<file path="src/scf_pkg.sv">
// Shared constants, types and states of the serial command frame responder
// Operation
// RL1: Serial link runs at 9600 bits per second both ways.
// RL2: Each character: one start bit, eight data bits, no parity, one stop.
// RL3: Host keeps XON/XOFF flow control switched off.
// RL4: Frame bytes: start, address, command, length, header check, payload, payload check.
// RL5: Command code is exactly three bytes at positions 2 to 4.
// RL6: A valid frame is 7 to 82 bytes long.
// RL7: Every frame ends with a single 0x00 byte.
// RL8: Bytes go out in order from byte 0, back to back, no handshake.
// RL9: Start code 0x07 command, 0x06 acknowledge, 0x15 negative acknowledge.
// RL10: Reply acknowledge on success, negative acknowledge on failure.
// RL11: Not understood, invalid or unsupported commands get negative acknowledge.
// RL12: Negative acknowledge echoes the received data.
// RL13: Frames not starting with the command code are silently dropped.
// RL14: Reply address byte names the responding unit.
// RL15: Broadcast address 0xFF is accepted by every unit.
// RL16: Addresses 0x00 to 0xFE select one unit each.
// RL17: Own address is 0x00 after reset until reconfigured.
// RL18: On point-to-point links the host sends address 0xFF.
// RL19: Payload length lies between 0 and 74.
// RL20: Network carries identical frames over TCP port 10001.
// RL21: Network and single-ended serial run together; differential modes never both.
// RL22: Handshake lines are only looped back, no real flow control.
// RL23: Header bytes 0 to 6 sum to 0xFF, else negative acknowledge without payload.
// RL24: Payload bytes plus check sum to 0xFF, else negative acknowledge.
// RL25: Only the addressed unit answers a directed frame, at once.
// RL26: Broadcast reply waits (2.5 byte periods plus reply length) times own address.
// RL27: Oversized length or frame is invalid and gets negative acknowledge.
package scf_pkg;

    localparam int CLK_HZ = 25_000_000;
    localparam int BAUD_RATE = 9600;
    localparam int BIT_CYC = CLK_HZ / BAUD_RATE;
    localparam logic [11:0] BIT_RELOAD = 12'(BIT_CYC - 1);
    localparam logic [11:0] HALF_RELOAD = 12'(BIT_CYC / 2 - 1);
    localparam logic [3:0] STOP_BIT = 4'h9;
    localparam logic [9:0] CHAR_BITS = 10'h00a;
    localparam logic [9:0] TR_BITS = 10'h019;
    localparam int NET_PORT = 10001;

    localparam logic [7:0] CODE_CMD = 8'h07;
    localparam logic [7:0] CODE_ACK = 8'h06;
    localparam logic [7:0] CODE_NAK = 8'h15;
    localparam logic [7:0] ADDR_BCAST = 8'hff;
    localparam logic [7:0] ADDR_RESET = 8'h00;
    localparam logic [7:0] TERM_BYTE = 8'h00;
    localparam logic [7:0] SUM_GOOD = 8'hff;
    localparam logic [7:0] MAX_PAYLOAD = 8'h4a;

    localparam int MAX_FRAME = 82;
    localparam logic [6:0] POS_ADDR = 7'h01;
    localparam logic [6:0] POS_LEN = 7'h05;
    localparam logic [6:0] POS_HCHK = 7'h06;
    localparam logic [6:0] POS_PAY = 7'h07;
    localparam logic [6:0] SHORT_REPLY = 7'h08;
    localparam int FIFO_DEPTH = 4;

    localparam logic [1:0] MODE_SINGLE = 2'h0;
    localparam logic [1:0] MODE_FOUR_WIRE = 2'h1;
    localparam logic [1:0] MODE_TWO_WIRE = 2'h2;

    typedef struct packed {
        logic [23:0] code;
        logic [7:0] addr;
        logic [7:0] len;
    } scf_cmd_s;

    typedef enum logic [7:0] {
        S_IDLE = 8'h01,
        S_HDR = 8'h02,
        S_PAY = 8'h04,
        S_TERM = 8'h08,
        S_DROP = 8'h10,
        S_EXEC = 8'h20,
        S_WAIT = 8'h40,
        S_SEND = 8'h80
    } scf_state_e;

endpackage

</file>
<file path="src/scf_responder.sv">
// Frame responder with serial and network byte paths, plus its receive FIFO
`timescale 1ns/1ps
`default_nettype none

module scf_fifo #(
    parameter int WIDTH = 8,
    parameter int DEPTH = 4
) (
    input wire logic clk,
    input wire logic rst,
    input wire logic inValid,
    output logic inReady,
    input wire logic [WIDTH-1:0] inData,
    output logic outValid,
    input wire logic outReady,
    output logic [WIDTH-1:0] outData
);
    localparam int AW = $clog2(DEPTH);

    logic [WIDTH-1:0] mem [0:DEPTH-1];
    logic [AW:0] wrPtr_q;
    logic [AW:0] rdPtr_q;
    logic full;
    logic empty;

    assign empty = wrPtr_q == rdPtr_q;
    assign full = (wrPtr_q[AW] != rdPtr_q[AW]) && (wrPtr_q[AW-1:0] == rdPtr_q[AW-1:0]);
    assign inReady = !full;
    assign outValid = !empty;
    assign outData = mem[rdPtr_q[AW-1:0]];

    always_ff @(posedge clk) begin
        if (inValid && !full) begin
            mem[wrPtr_q[AW-1:0]] <= inData;
        end
    end

    always_ff @(posedge clk) begin
        if (rst) begin
            wrPtr_q <= '0;
            rdPtr_q <= '0;
        end else begin
            if (inValid && !full) begin
                wrPtr_q <= wrPtr_q + 1'b1;
            end
            if (outReady && !empty) begin
                rdPtr_q <= rdPtr_q + 1'b1;
            end
        end
    end
endmodule

module scf_responder
    import scf_pkg::*;
(
    input wire logic clk,
    input wire logic rst,
    input wire logic rxd,
    output logic txd,
    output logic txDrvEn,
    input wire logic rtsIn,
    output logic ctsOut,
    input wire logic [1:0] portMode,
    input wire logic [7:0] unitAddr,
    input wire logic unitAddrLoad,
    input wire logic netRxValid,
    input wire logic [7:0] netRxData,
    output logic netRxReady,
    output logic netTxValid,
    output logic [7:0] netTxData,
    input wire logic netTxReady,
    output logic cmdValid,
    output scf_cmd_s cmdInfo,
    input wire logic [6:0] cmdRdIdx,
    output logic [7:0] cmdRdData,
    input wire logic cmdDone,
    input wire logic cmdOk,
    output logic rxOverrun,
    output logic busy
);
    scf_state_e state_q;
    logic [7:0] frame [0:MAX_FRAME-1];
    logic [7:0] myAddr_q;
    logic [11:0] divCnt_q;
    logic bitTick;
    logic rxBusy_q, rxValid_q, rxdEff;
    logic [11:0] rxCnt_q;
    logic [3:0] rxBit_q;
    logic [7:0] rxShift_q;
    logic fifoInReady, fifoOutValid, fifoOutReady;
    logic [7:0] fifoOutData;
    logic txBusy_q, txd_q, txLoad;
    logic [11:0] txCnt_q;
    logic [3:0] txBit_q;
    logic [9:0] txShift_q;
    logic srcNet_q, curNet, inValid, inReady, take;
    logic [7:0] inData;
    logic [6:0] idx_q;
    logic [7:0] hSum_q, pSum_q, len_q, hSumNext, pSumNext, replyCode_q;
    logic match_q, bcast_q, nakShort_q, netTxValid_q;
    logic [7:0] netTxData_q;
    logic [6:0] replyLen;
    logic [17:0] delay_q, delayLoad;
    logic [9:0] perUnit;
    logic [7:0] sendByte, replyChk;
    logic outReady, sendFire;

    // Own address, broadcast-safe default after reset [RL17] [RL16]
    always_ff @(posedge clk) begin
        if (rst) begin
            myAddr_q <= ADDR_RESET;
        end else if (unitAddrLoad && unitAddr != ADDR_BCAST) begin
            myAddr_q <= unitAddr;
        end
    end

    // Handshake lines looped back only [RL22]
    always_ff @(posedge clk) begin
        if (rst) begin
            ctsOut <= 1'b0;
        end else begin
            ctsOut <= rtsIn;
        end
    end

    // Free bit-period divider for reply spacing
    assign bitTick = divCnt_q == '0;
    always_ff @(posedge clk) begin
        if (rst || bitTick) begin
            divCnt_q <= BIT_RELOAD;
        end else begin
            divCnt_q <= divCnt_q - 1'b1;
        end
    end

    // Two-wire half duplex hears its own echo, so mask it [RL21]
    assign rxdEff = (portMode == MODE_TWO_WIRE && txBusy_q) ? 1'b1 : rxd;

    // Serial receiver, mid-bit sampling [RL1] [RL2]
    always_ff @(posedge clk) begin
        if (rst) begin
            rxBusy_q <= 1'b0;
            rxCnt_q <= '0;
            rxBit_q <= '0;
            rxShift_q <= '0;
            rxValid_q <= 1'b0;
        end else begin
            rxValid_q <= 1'b0;
            if (!rxBusy_q) begin
                if (!rxdEff) begin
                    rxBusy_q <= 1'b1;
                    rxCnt_q <= HALF_RELOAD;
                    rxBit_q <= '0;
                end
            end else if (rxCnt_q != '0) begin
                rxCnt_q <= rxCnt_q - 1'b1;
            end else begin
                rxCnt_q <= BIT_RELOAD;
                rxBit_q <= rxBit_q + 1'b1;
                if (rxBit_q == '0 && rxdEff) begin
                    rxBusy_q <= 1'b0;
                end else if (rxBit_q == STOP_BIT) begin
                    rxBusy_q <= 1'b0;
                    rxValid_q <= rxdEff;
                end else if (rxBit_q != '0) begin
                    rxShift_q <= {rxdEff, rxShift_q[7:1]};
                end
            end
        end
    end

    assign rxOverrun = rxValid_q && !fifoInReady;

    scf_fifo #(.WIDTH(8), .DEPTH(FIFO_DEPTH)) rxFifo (
        .clk(clk),
        .rst(rst),
        .inValid(rxValid_q),
        .inReady(fifoInReady),
        .inData(rxShift_q),
        .outValid(fifoOutValid),
        .outReady(fifoOutReady),
        .outData(fifoOutData)
    );

    // Serial transmitter, 8N1 [RL1] [RL2]
    always_ff @(posedge clk) begin
        if (rst) begin
            txBusy_q <= 1'b0;
            txd_q <= 1'b1;
            txCnt_q <= '0;
            txBit_q <= '0;
            txShift_q <= '1;
        end else if (!txBusy_q) begin
            if (txLoad) begin
                txShift_q <= {1'b1, sendByte, 1'b0};
                txd_q <= 1'b0;
                txBusy_q <= 1'b1;
                txCnt_q <= BIT_RELOAD;
                txBit_q <= '0;
            end
        end else if (txCnt_q != '0) begin
            txCnt_q <= txCnt_q - 1'b1;
        end else if (txBit_q == STOP_BIT) begin
            txBusy_q <= 1'b0;
        end else begin
            txd_q <= txShift_q[1];
            txShift_q <= {1'b1, txShift_q[9:1]};
            txBit_q <= txBit_q + 1'b1;
            txCnt_q <= BIT_RELOAD;
        end
    end

    assign txd = txd_q;
    // Only one differential driver mode is ever selected [RL21]
    always_ff @(posedge clk) begin
        if (rst) begin
            txDrvEn <= 1'b0;
        end else begin
            txDrvEn <= (portMode != MODE_SINGLE) && (txBusy_q || txLoad);
        end
    end

    // Source pick: a frame owns its path until the reply is sent [RL20] [RL21]
    assign curNet = (state_q == S_IDLE) ? !fifoOutValid : srcNet_q;
    assign inValid = curNet ? netRxValid : fifoOutValid;
    assign inData = curNet ? netRxData : fifoOutData;
    assign inReady = state_q inside {S_IDLE, S_HDR, S_PAY, S_TERM, S_DROP};
    assign take = inValid && inReady;
    assign fifoOutReady = inReady && !curNet;
    assign netRxReady = inReady && curNet;

    assign hSumNext = hSum_q + inData;
    assign pSumNext = pSum_q + inData;

    // Receive buffer, byte positions follow the frame layout [RL4] [RL5]
    always_ff @(posedge clk) begin
        if (take && (state_q inside {S_IDLE, S_HDR, S_PAY}) && idx_q < 7'(MAX_FRAME)) begin
            frame[idx_q] <= inData;
        end
    end

    always_ff @(posedge clk) begin
        cmdRdData <= frame[cmdRdIdx];
    end

    // Reply length, short form for header or size faults [RL6] [RL23]
    assign replyLen = (nakShort_q || len_q == '0) ? SHORT_REPLY : 7'(len_q) + 7'h09;
    assign perUnit = TR_BITS + CHAR_BITS * 10'(replyLen);
    assign delayLoad = bcast_q ? 18'(perUnit) * 18'(myAddr_q) : '0; // [RL26]

    // Reply header checksum over outgoing bytes 0 to 5 [RL23]
    always_comb begin
        replyChk = replyCode_q + myAddr_q + frame[2] + frame[3] + frame[4];
        replyChk = ~(replyChk + (nakShort_q ? 8'h00 : len_q));
    end

    // Outgoing byte for the current position; echo of received data [RL12] [RL14]
    always_comb begin
        if (idx_q == replyLen - 1'b1) begin
            sendByte = TERM_BYTE; // [RL7]
        end else if (idx_q == '0) begin
            sendByte = replyCode_q; // [RL9]
        end else if (idx_q == POS_ADDR) begin
            sendByte = myAddr_q;
        end else if (idx_q == POS_LEN) begin
            sendByte = nakShort_q ? 8'h00 : len_q;
        end else if (idx_q == POS_HCHK) begin
            sendByte = replyChk;
        end else begin
            sendByte = frame[idx_q];
        end
    end

    // Bytes go out back to back as soon as the sink takes them [RL8]
    assign outReady = srcNet_q ? (!netTxValid_q || netTxReady) : !txBusy_q;
    assign sendFire = (state_q == S_SEND) && outReady;
    assign txLoad = sendFire && !srcNet_q;

    always_ff @(posedge clk) begin
        if (rst) begin
            netTxValid_q <= 1'b0;
            netTxData_q <= '0;
        end else if (sendFire && srcNet_q) begin
            netTxValid_q <= 1'b1;
            netTxData_q <= sendByte;
        end else if (netTxReady) begin
            netTxValid_q <= 1'b0;
        end
    end

    assign netTxValid = netTxValid_q;
    assign netTxData = netTxData_q;
    assign busy = state_q != S_IDLE;

    // Frame engine
    always_ff @(posedge clk) begin
        if (rst) begin
            state_q <= S_IDLE;
            srcNet_q <= 1'b0;
            idx_q <= '0;
            hSum_q <= '0;
            pSum_q <= '0;
            len_q <= '0;
            match_q <= 1'b0;
            bcast_q <= 1'b0;
            nakShort_q <= 1'b0;
            replyCode_q <= CODE_NAK;
            delay_q <= '0;
            cmdValid <= 1'b0;
            cmdInfo <= '0;
        end else begin
            cmdValid <= 1'b0;
            case (state_q)
                S_IDLE: begin
                    if (take && inData == CODE_CMD) begin // [RL13]
                        state_q <= S_HDR;
                        srcNet_q <= curNet;
                        hSum_q <= inData;
                        idx_q <= POS_ADDR;
                        nakShort_q <= 1'b0;
                    end
                end
                S_HDR: begin
                    if (take) begin
                        hSum_q <= hSumNext;
                        idx_q <= idx_q + 1'b1;
                        if (idx_q == POS_ADDR) begin
                            match_q <= inData == myAddr_q || inData == ADDR_BCAST; // [RL15] [RL25]
                            bcast_q <= inData == ADDR_BCAST;
                        end
                        if (idx_q == POS_LEN) begin
                            len_q <= inData;
                        end
                        if (idx_q == POS_HCHK) begin
                            pSum_q <= '0;
                            if (hSumNext != SUM_GOOD || len_q > MAX_PAYLOAD) begin
                                state_q <= S_DROP; // [RL23] [RL19] [RL27]
                                nakShort_q <= 1'b1;
                            end else begin
                                state_q <= (len_q == '0) ? S_TERM : S_PAY;
                            end
                        end
                    end
                end
                S_PAY: begin
                    if (take) begin
                        pSum_q <= pSumNext;
                        idx_q <= idx_q + 1'b1;
                        if (idx_q == POS_PAY + 7'(len_q)) begin
                            state_q <= S_TERM;
                        end
                    end
                end
                S_TERM: begin
                    if (take) begin
                        idx_q <= '0;
                        if (inData != TERM_BYTE) begin
                            state_q <= S_DROP; // [RL7] [RL27]
                            nakShort_q <= 1'b1;
                        end else if (!match_q) begin
                            state_q <= S_IDLE; // [RL25]
                        end else if (len_q != '0 && pSum_q != SUM_GOOD) begin
                            state_q <= S_WAIT; // [RL24]
                            replyCode_q <= CODE_NAK;
                        end else begin
                            state_q <= S_EXEC;
                            cmdValid <= 1'b1;
                            cmdInfo <= '{code: {frame[2], frame[3], frame[4]},
                                         addr: frame[1], len: len_q};
                        end
                    end
                end
                S_DROP: begin
                    if (take && inData == TERM_BYTE) begin
                        idx_q <= '0;
                        replyCode_q <= CODE_NAK;
                        state_q <= match_q ? S_WAIT : S_IDLE;
                    end
                end
                S_EXEC: begin
                    if (cmdDone) begin // [RL10] [RL11]
                        replyCode_q <= cmdOk ? CODE_ACK : CODE_NAK;
                        state_q <= S_WAIT;
                    end
                end
                S_WAIT: begin
                    delay_q <= delayLoad;
                    state_q <= (delayLoad == '0) ? S_SEND : S_WAIT;
                    if (delay_q != '0) begin
                        delay_q <= bitTick ? delay_q - 1'b1 : delay_q;
                        state_q <= (delay_q == 18'h00001 && bitTick) ? S_SEND : S_WAIT;
                    end
                end
                S_SEND: begin
                    if (sendFire) begin
                        idx_q <= idx_q + 1'b1;
                        if (idx_q == replyLen - 1'b1) begin
                            state_q <= S_IDLE;
                            idx_q <= '0;
                        end
                    end
                end
                default: begin
                    state_q <= S_IDLE;
                end
            endcase
        end
    end

    property p_term;
        @(posedge clk) disable iff (rst)
        netTxValid_q && !busy |-> netTxData_q == TERM_BYTE;
    endproperty
    a_term: assert property (p_term) else $error("reply not ended by null"); // [RL7]

    property p_bit_time;
        @(posedge clk) disable iff (rst)
        txBusy_q && $changed(txd_q) |-> txCnt_q == BIT_RELOAD;
    endproperty
    a_bit_time: assert property (p_bit_time) else $error("bit period wrong"); // [RL1]

    property p_stop_bit;
        @(posedge clk) disable iff (rst)
        txBusy_q && txBit_q == STOP_BIT |-> txd_q;
    endproperty
    a_stop_bit: assert property (p_stop_bit) else $error("stop bit not high"); // [RL2]

    property p_drop;
        @(posedge clk) disable iff (rst)
        state_q == S_IDLE && take && inData != CODE_CMD |=> state_q == S_IDLE;
    endproperty
    a_drop: assert property (p_drop) else $error("non-command frame accepted"); // [RL13]

    property p_code;
        @(posedge clk) disable iff (rst)
        sendFire && idx_q == '0 |-> sendByte == CODE_ACK || sendByte == CODE_NAK;
    endproperty
    a_code: assert property (p_code) else $error("bad reply start code"); // [RL9]

    property p_hdr_bad;
        @(posedge clk) disable iff (rst)
        state_q == S_HDR && take && idx_q == POS_HCHK && hSumNext != SUM_GOOD
            |=> state_q == S_DROP && nakShort_q;
    endproperty
    a_hdr_bad: assert property (p_hdr_bad) else $error("header fault not caught"); // [RL23]

    property p_reset_addr;
        @(posedge clk) $past(rst) |-> myAddr_q == ADDR_RESET;
    endproperty
    a_reset_addr: assert property (p_reset_addr) else $error("address not reset"); // [RL17]

    property p_reply_addr;
        @(posedge clk) disable iff (rst)
        sendFire && idx_q == POS_ADDR |-> sendByte == myAddr_q;
    endproperty
    a_reply_addr: assert property (p_reply_addr) else $error("reply address wrong"); // [RL14]

    property p_loop;
        @(posedge clk) disable iff (rst)
        !$past(rst) |-> ctsOut == $past(rtsIn);
    endproperty
    a_loop: assert property (p_loop) else $error("handshake not looped"); // [RL22]

    property p_direct;
        @(posedge clk) disable iff (rst)
        state_q == S_WAIT && !bcast_q |=> state_q == S_SEND;
    endproperty
    a_direct: assert property (p_direct) else $error("directed reply delayed"); // [RL25]

endmodule

`default_nettype wire

</file>
<file path="config.mk">
export PLATFORM = sky130hd
export DESIGN_NAME = scf_responder
export DESIGN_NICKNAME = d
export VERILOG_FILES = /design/src/scf_pkg.sv /design/src/scf_responder.sv
export SDC_FILE = /design/constraint.sdc
export NUM_CORES = 2
export LEC_CHECK = 0
export ABC_AREA = 0
export BUFFER_PORTS_ARGS = -buffer_cell sky130_fd_sc_hd__buf_2
export CORE_UTILIZATION = 39
export DETAILED_ROUTE_END_ITERATION = 12
export SKIP_LAST_GASP = 1
export SLEW_MARGIN = 20
export SYNTH_ARGS = -nofsm -noshare
export SYNTH_HDL_FRONTEND = slang
export SYNTH_HIERARCHICAL = 1
export SYNTH_SLANG_ARGS = --single-unit
</file>
<file path="constraint.sdc">
create_clock -name clk -period 9.72 [get_ports clk]
set_input_delay 1.944 -clock clk [delete_from_list [all_inputs] [get_ports clk]]
set_output_delay 1.944 -clock clk [all_outputs]
set_load 0.05 [all_outputs]
</file>
==> out/metrics.cfg <==
[critical_path]
critical_path.reg2reg.endpoint=state_q[6]
worstSetupEndpointType=flip-flop
path_max_fanout=13
crit_end=state_q[6]
worstReg2RegStart=len_q[1]
reg2regPathDepth=34
required_ns=10.34
timing.critical_path.slowest_cell_delay_ns=0.61
critPathArrivalTime_ns=9.56
timing.critical_path.from_type=flip-flop
worst-r2r-setup-slack_ns=0.78
cell_with_the_biggest_individual_delay_on_the_critical_path=sky130_fd_sc_hd__dfxtp_1
setup.worst_path.class=reg -> reg
crit_top_cell=sky130_fd_sc_hd__fa_1
critical_path.startpoint=len_q[1]

[synth]
synth_seq_area_share_pct=52.3
synth_flop_cell=sky130_fd_sc_hd__edfxtp_1
synth.top_cells.by_area=sky130_fd_sc_hd__edfxtp_1 43%, sky130_fd_sc_hd__mux4_2 18%, sky130_fd_sc_hd__dfxtp_1 8.9%, sky130_fd_sc_hd__fa_1 3.1%, sky130_fd_sc_hd__mux2i_1 2.8%
ys_async_sr_fraction_pct=0
yosysWarningCount=6
dominant_cell_type_by_area_after_synthesis=sky130_fd_sc_hd__edfxtp_1
synth_enable_flop_cells=688
yosysTopAreaCellShare_pct=43.5
post_synth.cell_area_avg_sq_um=13.8
post_synth_instance_area_sq_um=47500
ys_types=97
netlist_instances=3435
synth_fp_nets=3640
postSynthRegisterBits=898

[grt]
grt_antenna_before_repair=5
first_pass_grt_wire_length_microns=199000
overflow=0
global_route.usage.total_pct=21.9
vias_in_the_first_global_route=29900
grt_max_degree=135

[floorplanning]
core-area_sq_um=120000
initial_core_util_pct=39.5
die_x_microns=351
core.rowCount=127
dieArea_sq_um=123000
die_height_microns=351
io_pins=98

[run]
max-cap-violations=0

[outcome]
outcome=finished, final reports clean

[finish]
core_occupancy_in_the_finished_layout_pct=43.9
syn_to_final_growth_pct=11.2
final_net_count=3669
mostFrequentLayoutCell=sky130_fd_sc_hd__edfxtp_1
final_layout_size_suffix_gt1_share_pct=20.5
final_design_area_no_fill_sq_um=52800
mostFrequentLayoutCells=688 x sky130_fd_sc_hd__edfxtp_1, 370 x sky130_fd_sc_hd__mux4_2, 312 x sky130_fd_sc_hd__nor2_1

[clock_tree]
cts_tree=built
cts-root-to-sink-buffers=3
worstSkewPairLatency_ns=0.73
holdBufCountCts=0
ctsHtreeMaxLevel=3
cts_buffers=99
path_clk_slew_ns=0.06
cts_root_buf=sky130_fd_sc_hd__clkbuf_16
numClockSinks=898

[detailed_routing]
drt-vias-per-instance=5.87
first_pass_iters=5
routed-via-count=30300
drcViolationCount=0
iteration_0_drc_count_of_the_detailed_router=3055
met1_length_microns=55400
met3_wirelength_microns=10600
route.detailed.wl_per_inst_microns=25.8
drt.antenna.violating_nets=0
wl_microns=133000
met2_wirelength_microns=62600
highest_metal_used=met5

[sta]
max-slew-margin-rel_pct=15.8
finalClockSkew_ns=0.0725
report.final.hold_viol_count=0
final_min_period_over_clock_period_pct=92.0
slew_viol_final=0
worst_slew_pin_slew_ns=1.26
setup_viol=0
fin_crit_ns=8.94
fin_tns_setup_ns=0
achievable-frequency_mhz=112
grt_setup_unrepaired=no
fin_worst_hold_slack_ns=0.405

[placed_design]
numPortBuffers=97
gpl.final_weighted_congestion=0.899
place_area_sq_um=49400
dp_hpwl_microns=88100

[power_and_ir_drop]
vdd_ir_drop_max_mv=0.240
pleak_nw=18.2
power.density_cell_area_nw_per_um2=216
post-layout-total-power_mw=11.4

[hold_path]
hold_start=divCnt_q[0]
min-delay-path-class=reg -> reg

[area by class of cell]
cell class	count	area [sq um]
Inverter	174	657
Fill cell	10800	67500
Multi-Input combinational cell	2158	21100
Timing Repair Buffer	133	831
Sequential cell	898	24900
Clock buffer	132	2730
Tap cell	1612	2020
Clock inverter	56	632
Antenna cell	3	7.51
[synth_stat cells, types with 22 or more instances]
cell / count
sky130_fd_sc_hd__a22oi_1: 22
sky130_fd_sc_hd__a21oi_1: 112
sky130_fd_sc_hd__nand2_1: 199
sky130_fd_sc_hd__clkbuf_1: 108
sky130_fd_sc_hd__nor2b_1: 40
sky130_fd_sc_hd__a31oi_1: 25
sky130_fd_sc_hd__ha_1: 97
sky130_fd_sc_hd__buf_1: 36
sky130_fd_sc_hd__inv_1: 166
sky130_fd_sc_hd__o21ai_0: 71
sky130_fd_sc_hd__edfxtp_1: 688
sky130_fd_sc_hd__mux2i_1: 135
sky130_fd_sc_hd__xnor2_1: 69
sky130_fd_sc_hd__mux4_2: 370
sky130_fd_sc_hd__o211ai_1: 23
sky130_fd_sc_hd__xor2_1: 38
sky130_fd_sc_hd__nand4_1: 26
sky130_fd_sc_hd__a211oi_1: 24
sky130_fd_sc_hd__and3_1: 27
sky130_fd_sc_hd__fa_1: 74
sky130_fd_sc_hd__nor3_1: 62
sky130_fd_sc_hd__and2_1: 50
sky130_fd_sc_hd__dfxtp_1: 210
sky130_fd_sc_hd__nor2_1: 312
sky130_fd_sc_hd__nand3_1: 51
sky130_fd_sc_hd__buf_2: 35
sky130_fd_sc_hd__nand2b_1: 36
[critical path: cells and delay by family (launching register included)]
kind | cells | cell delay [ns]
AND/OR/NAND/NOR | 13 | 2.46
AO/OA/AOI/OAI | 5 | 1.22
adder cells (fa/ha/maj) | 9 | 3.61
XOR/XNOR | 3 | 0.55
buffers and inverters | 4 | 0.40
flip-flops | 1 | 0.61
[power breakdown]
group          switching, mW  internal, mW
registers              0.112          4.81
logic                   1.79         0.828
clock network           1.65          2.24
[repair_timing]
item	CTS	global route
buffers inserted	0	0
endpoints found under the setup margin	0	2
resized for setup	0	5
[layer usage]
metal,up-vias,global-route usage (%)
li1,13300,-
met1,15600,30.3
met2,1217,34.6
met3,230,3.73
met4,6,7.82
met5,-,0
[worst min-delay path by stage]
stage                        endpoint  slack [ns]  cells past startpoint
after floorplan           divCnt_q[0]        0.37                      1
after global placement    divCnt_q[0]        0.39                      1
after detailed placement  divCnt_q[0]        0.39                      1
after CTS                 divCnt_q[0]        0.40                      1
after global routing      divCnt_q[0]        0.44                      1
final                     divCnt_q[0]        0.40                      1
[through the flow]
step | instances | setup slack, ns
2_1_floorplan | 3435 | 1.59
3_3_place_gp | 4975 | 0.850
3_5_place_dp | 4975 | 0.696
4_1_cts | 5163 | 0.601
5_1_grt | 5164 | 0.0131
6_report | 5166 | 0.778
[logic make-up (layout without fill, tap and decap cells)]
| family | after synthesis | after routing | share of synthesized area (%) |
|---|---|---|---|
| mux | 519 | 519 | 20.7 |
| other cells | 0 | 3 | 0 |
| compound gates | 448 | 448 | 6.43 |
| xor+xnor | 107 | 107 | 1.97 |
| fa+ha+maj | 171 | 171 | 5.67 |
| flops | 898 | 898 | 52.3 |
| simple gates | 913 | 913 | 9.51 |
| buf+inv | 379 | 495 | 3.35 |
[flip-flops by register name (all words and copies together) (netlist names), 3 cells and up, named ones only]
signal	cells
txShift_q	8
hSum_q	8
delay_q	18
frame	656
rxFifo/rdPtr_q	3
state_q	8
myAddr_q	8
rxShift_q	8
cmdInfo	40
rxFifo/mem	32
idx_q	7
netTxData	8
rxBit_q	4
cmdRdData	8
pSum_q	8
len_q	8
txBit_q	4
rxCnt_q	12
divCnt_q	12
txCnt_q	12
rxFifo/wrPtr_q	3
Note: power is estimated with default switching activity, not from simulation.
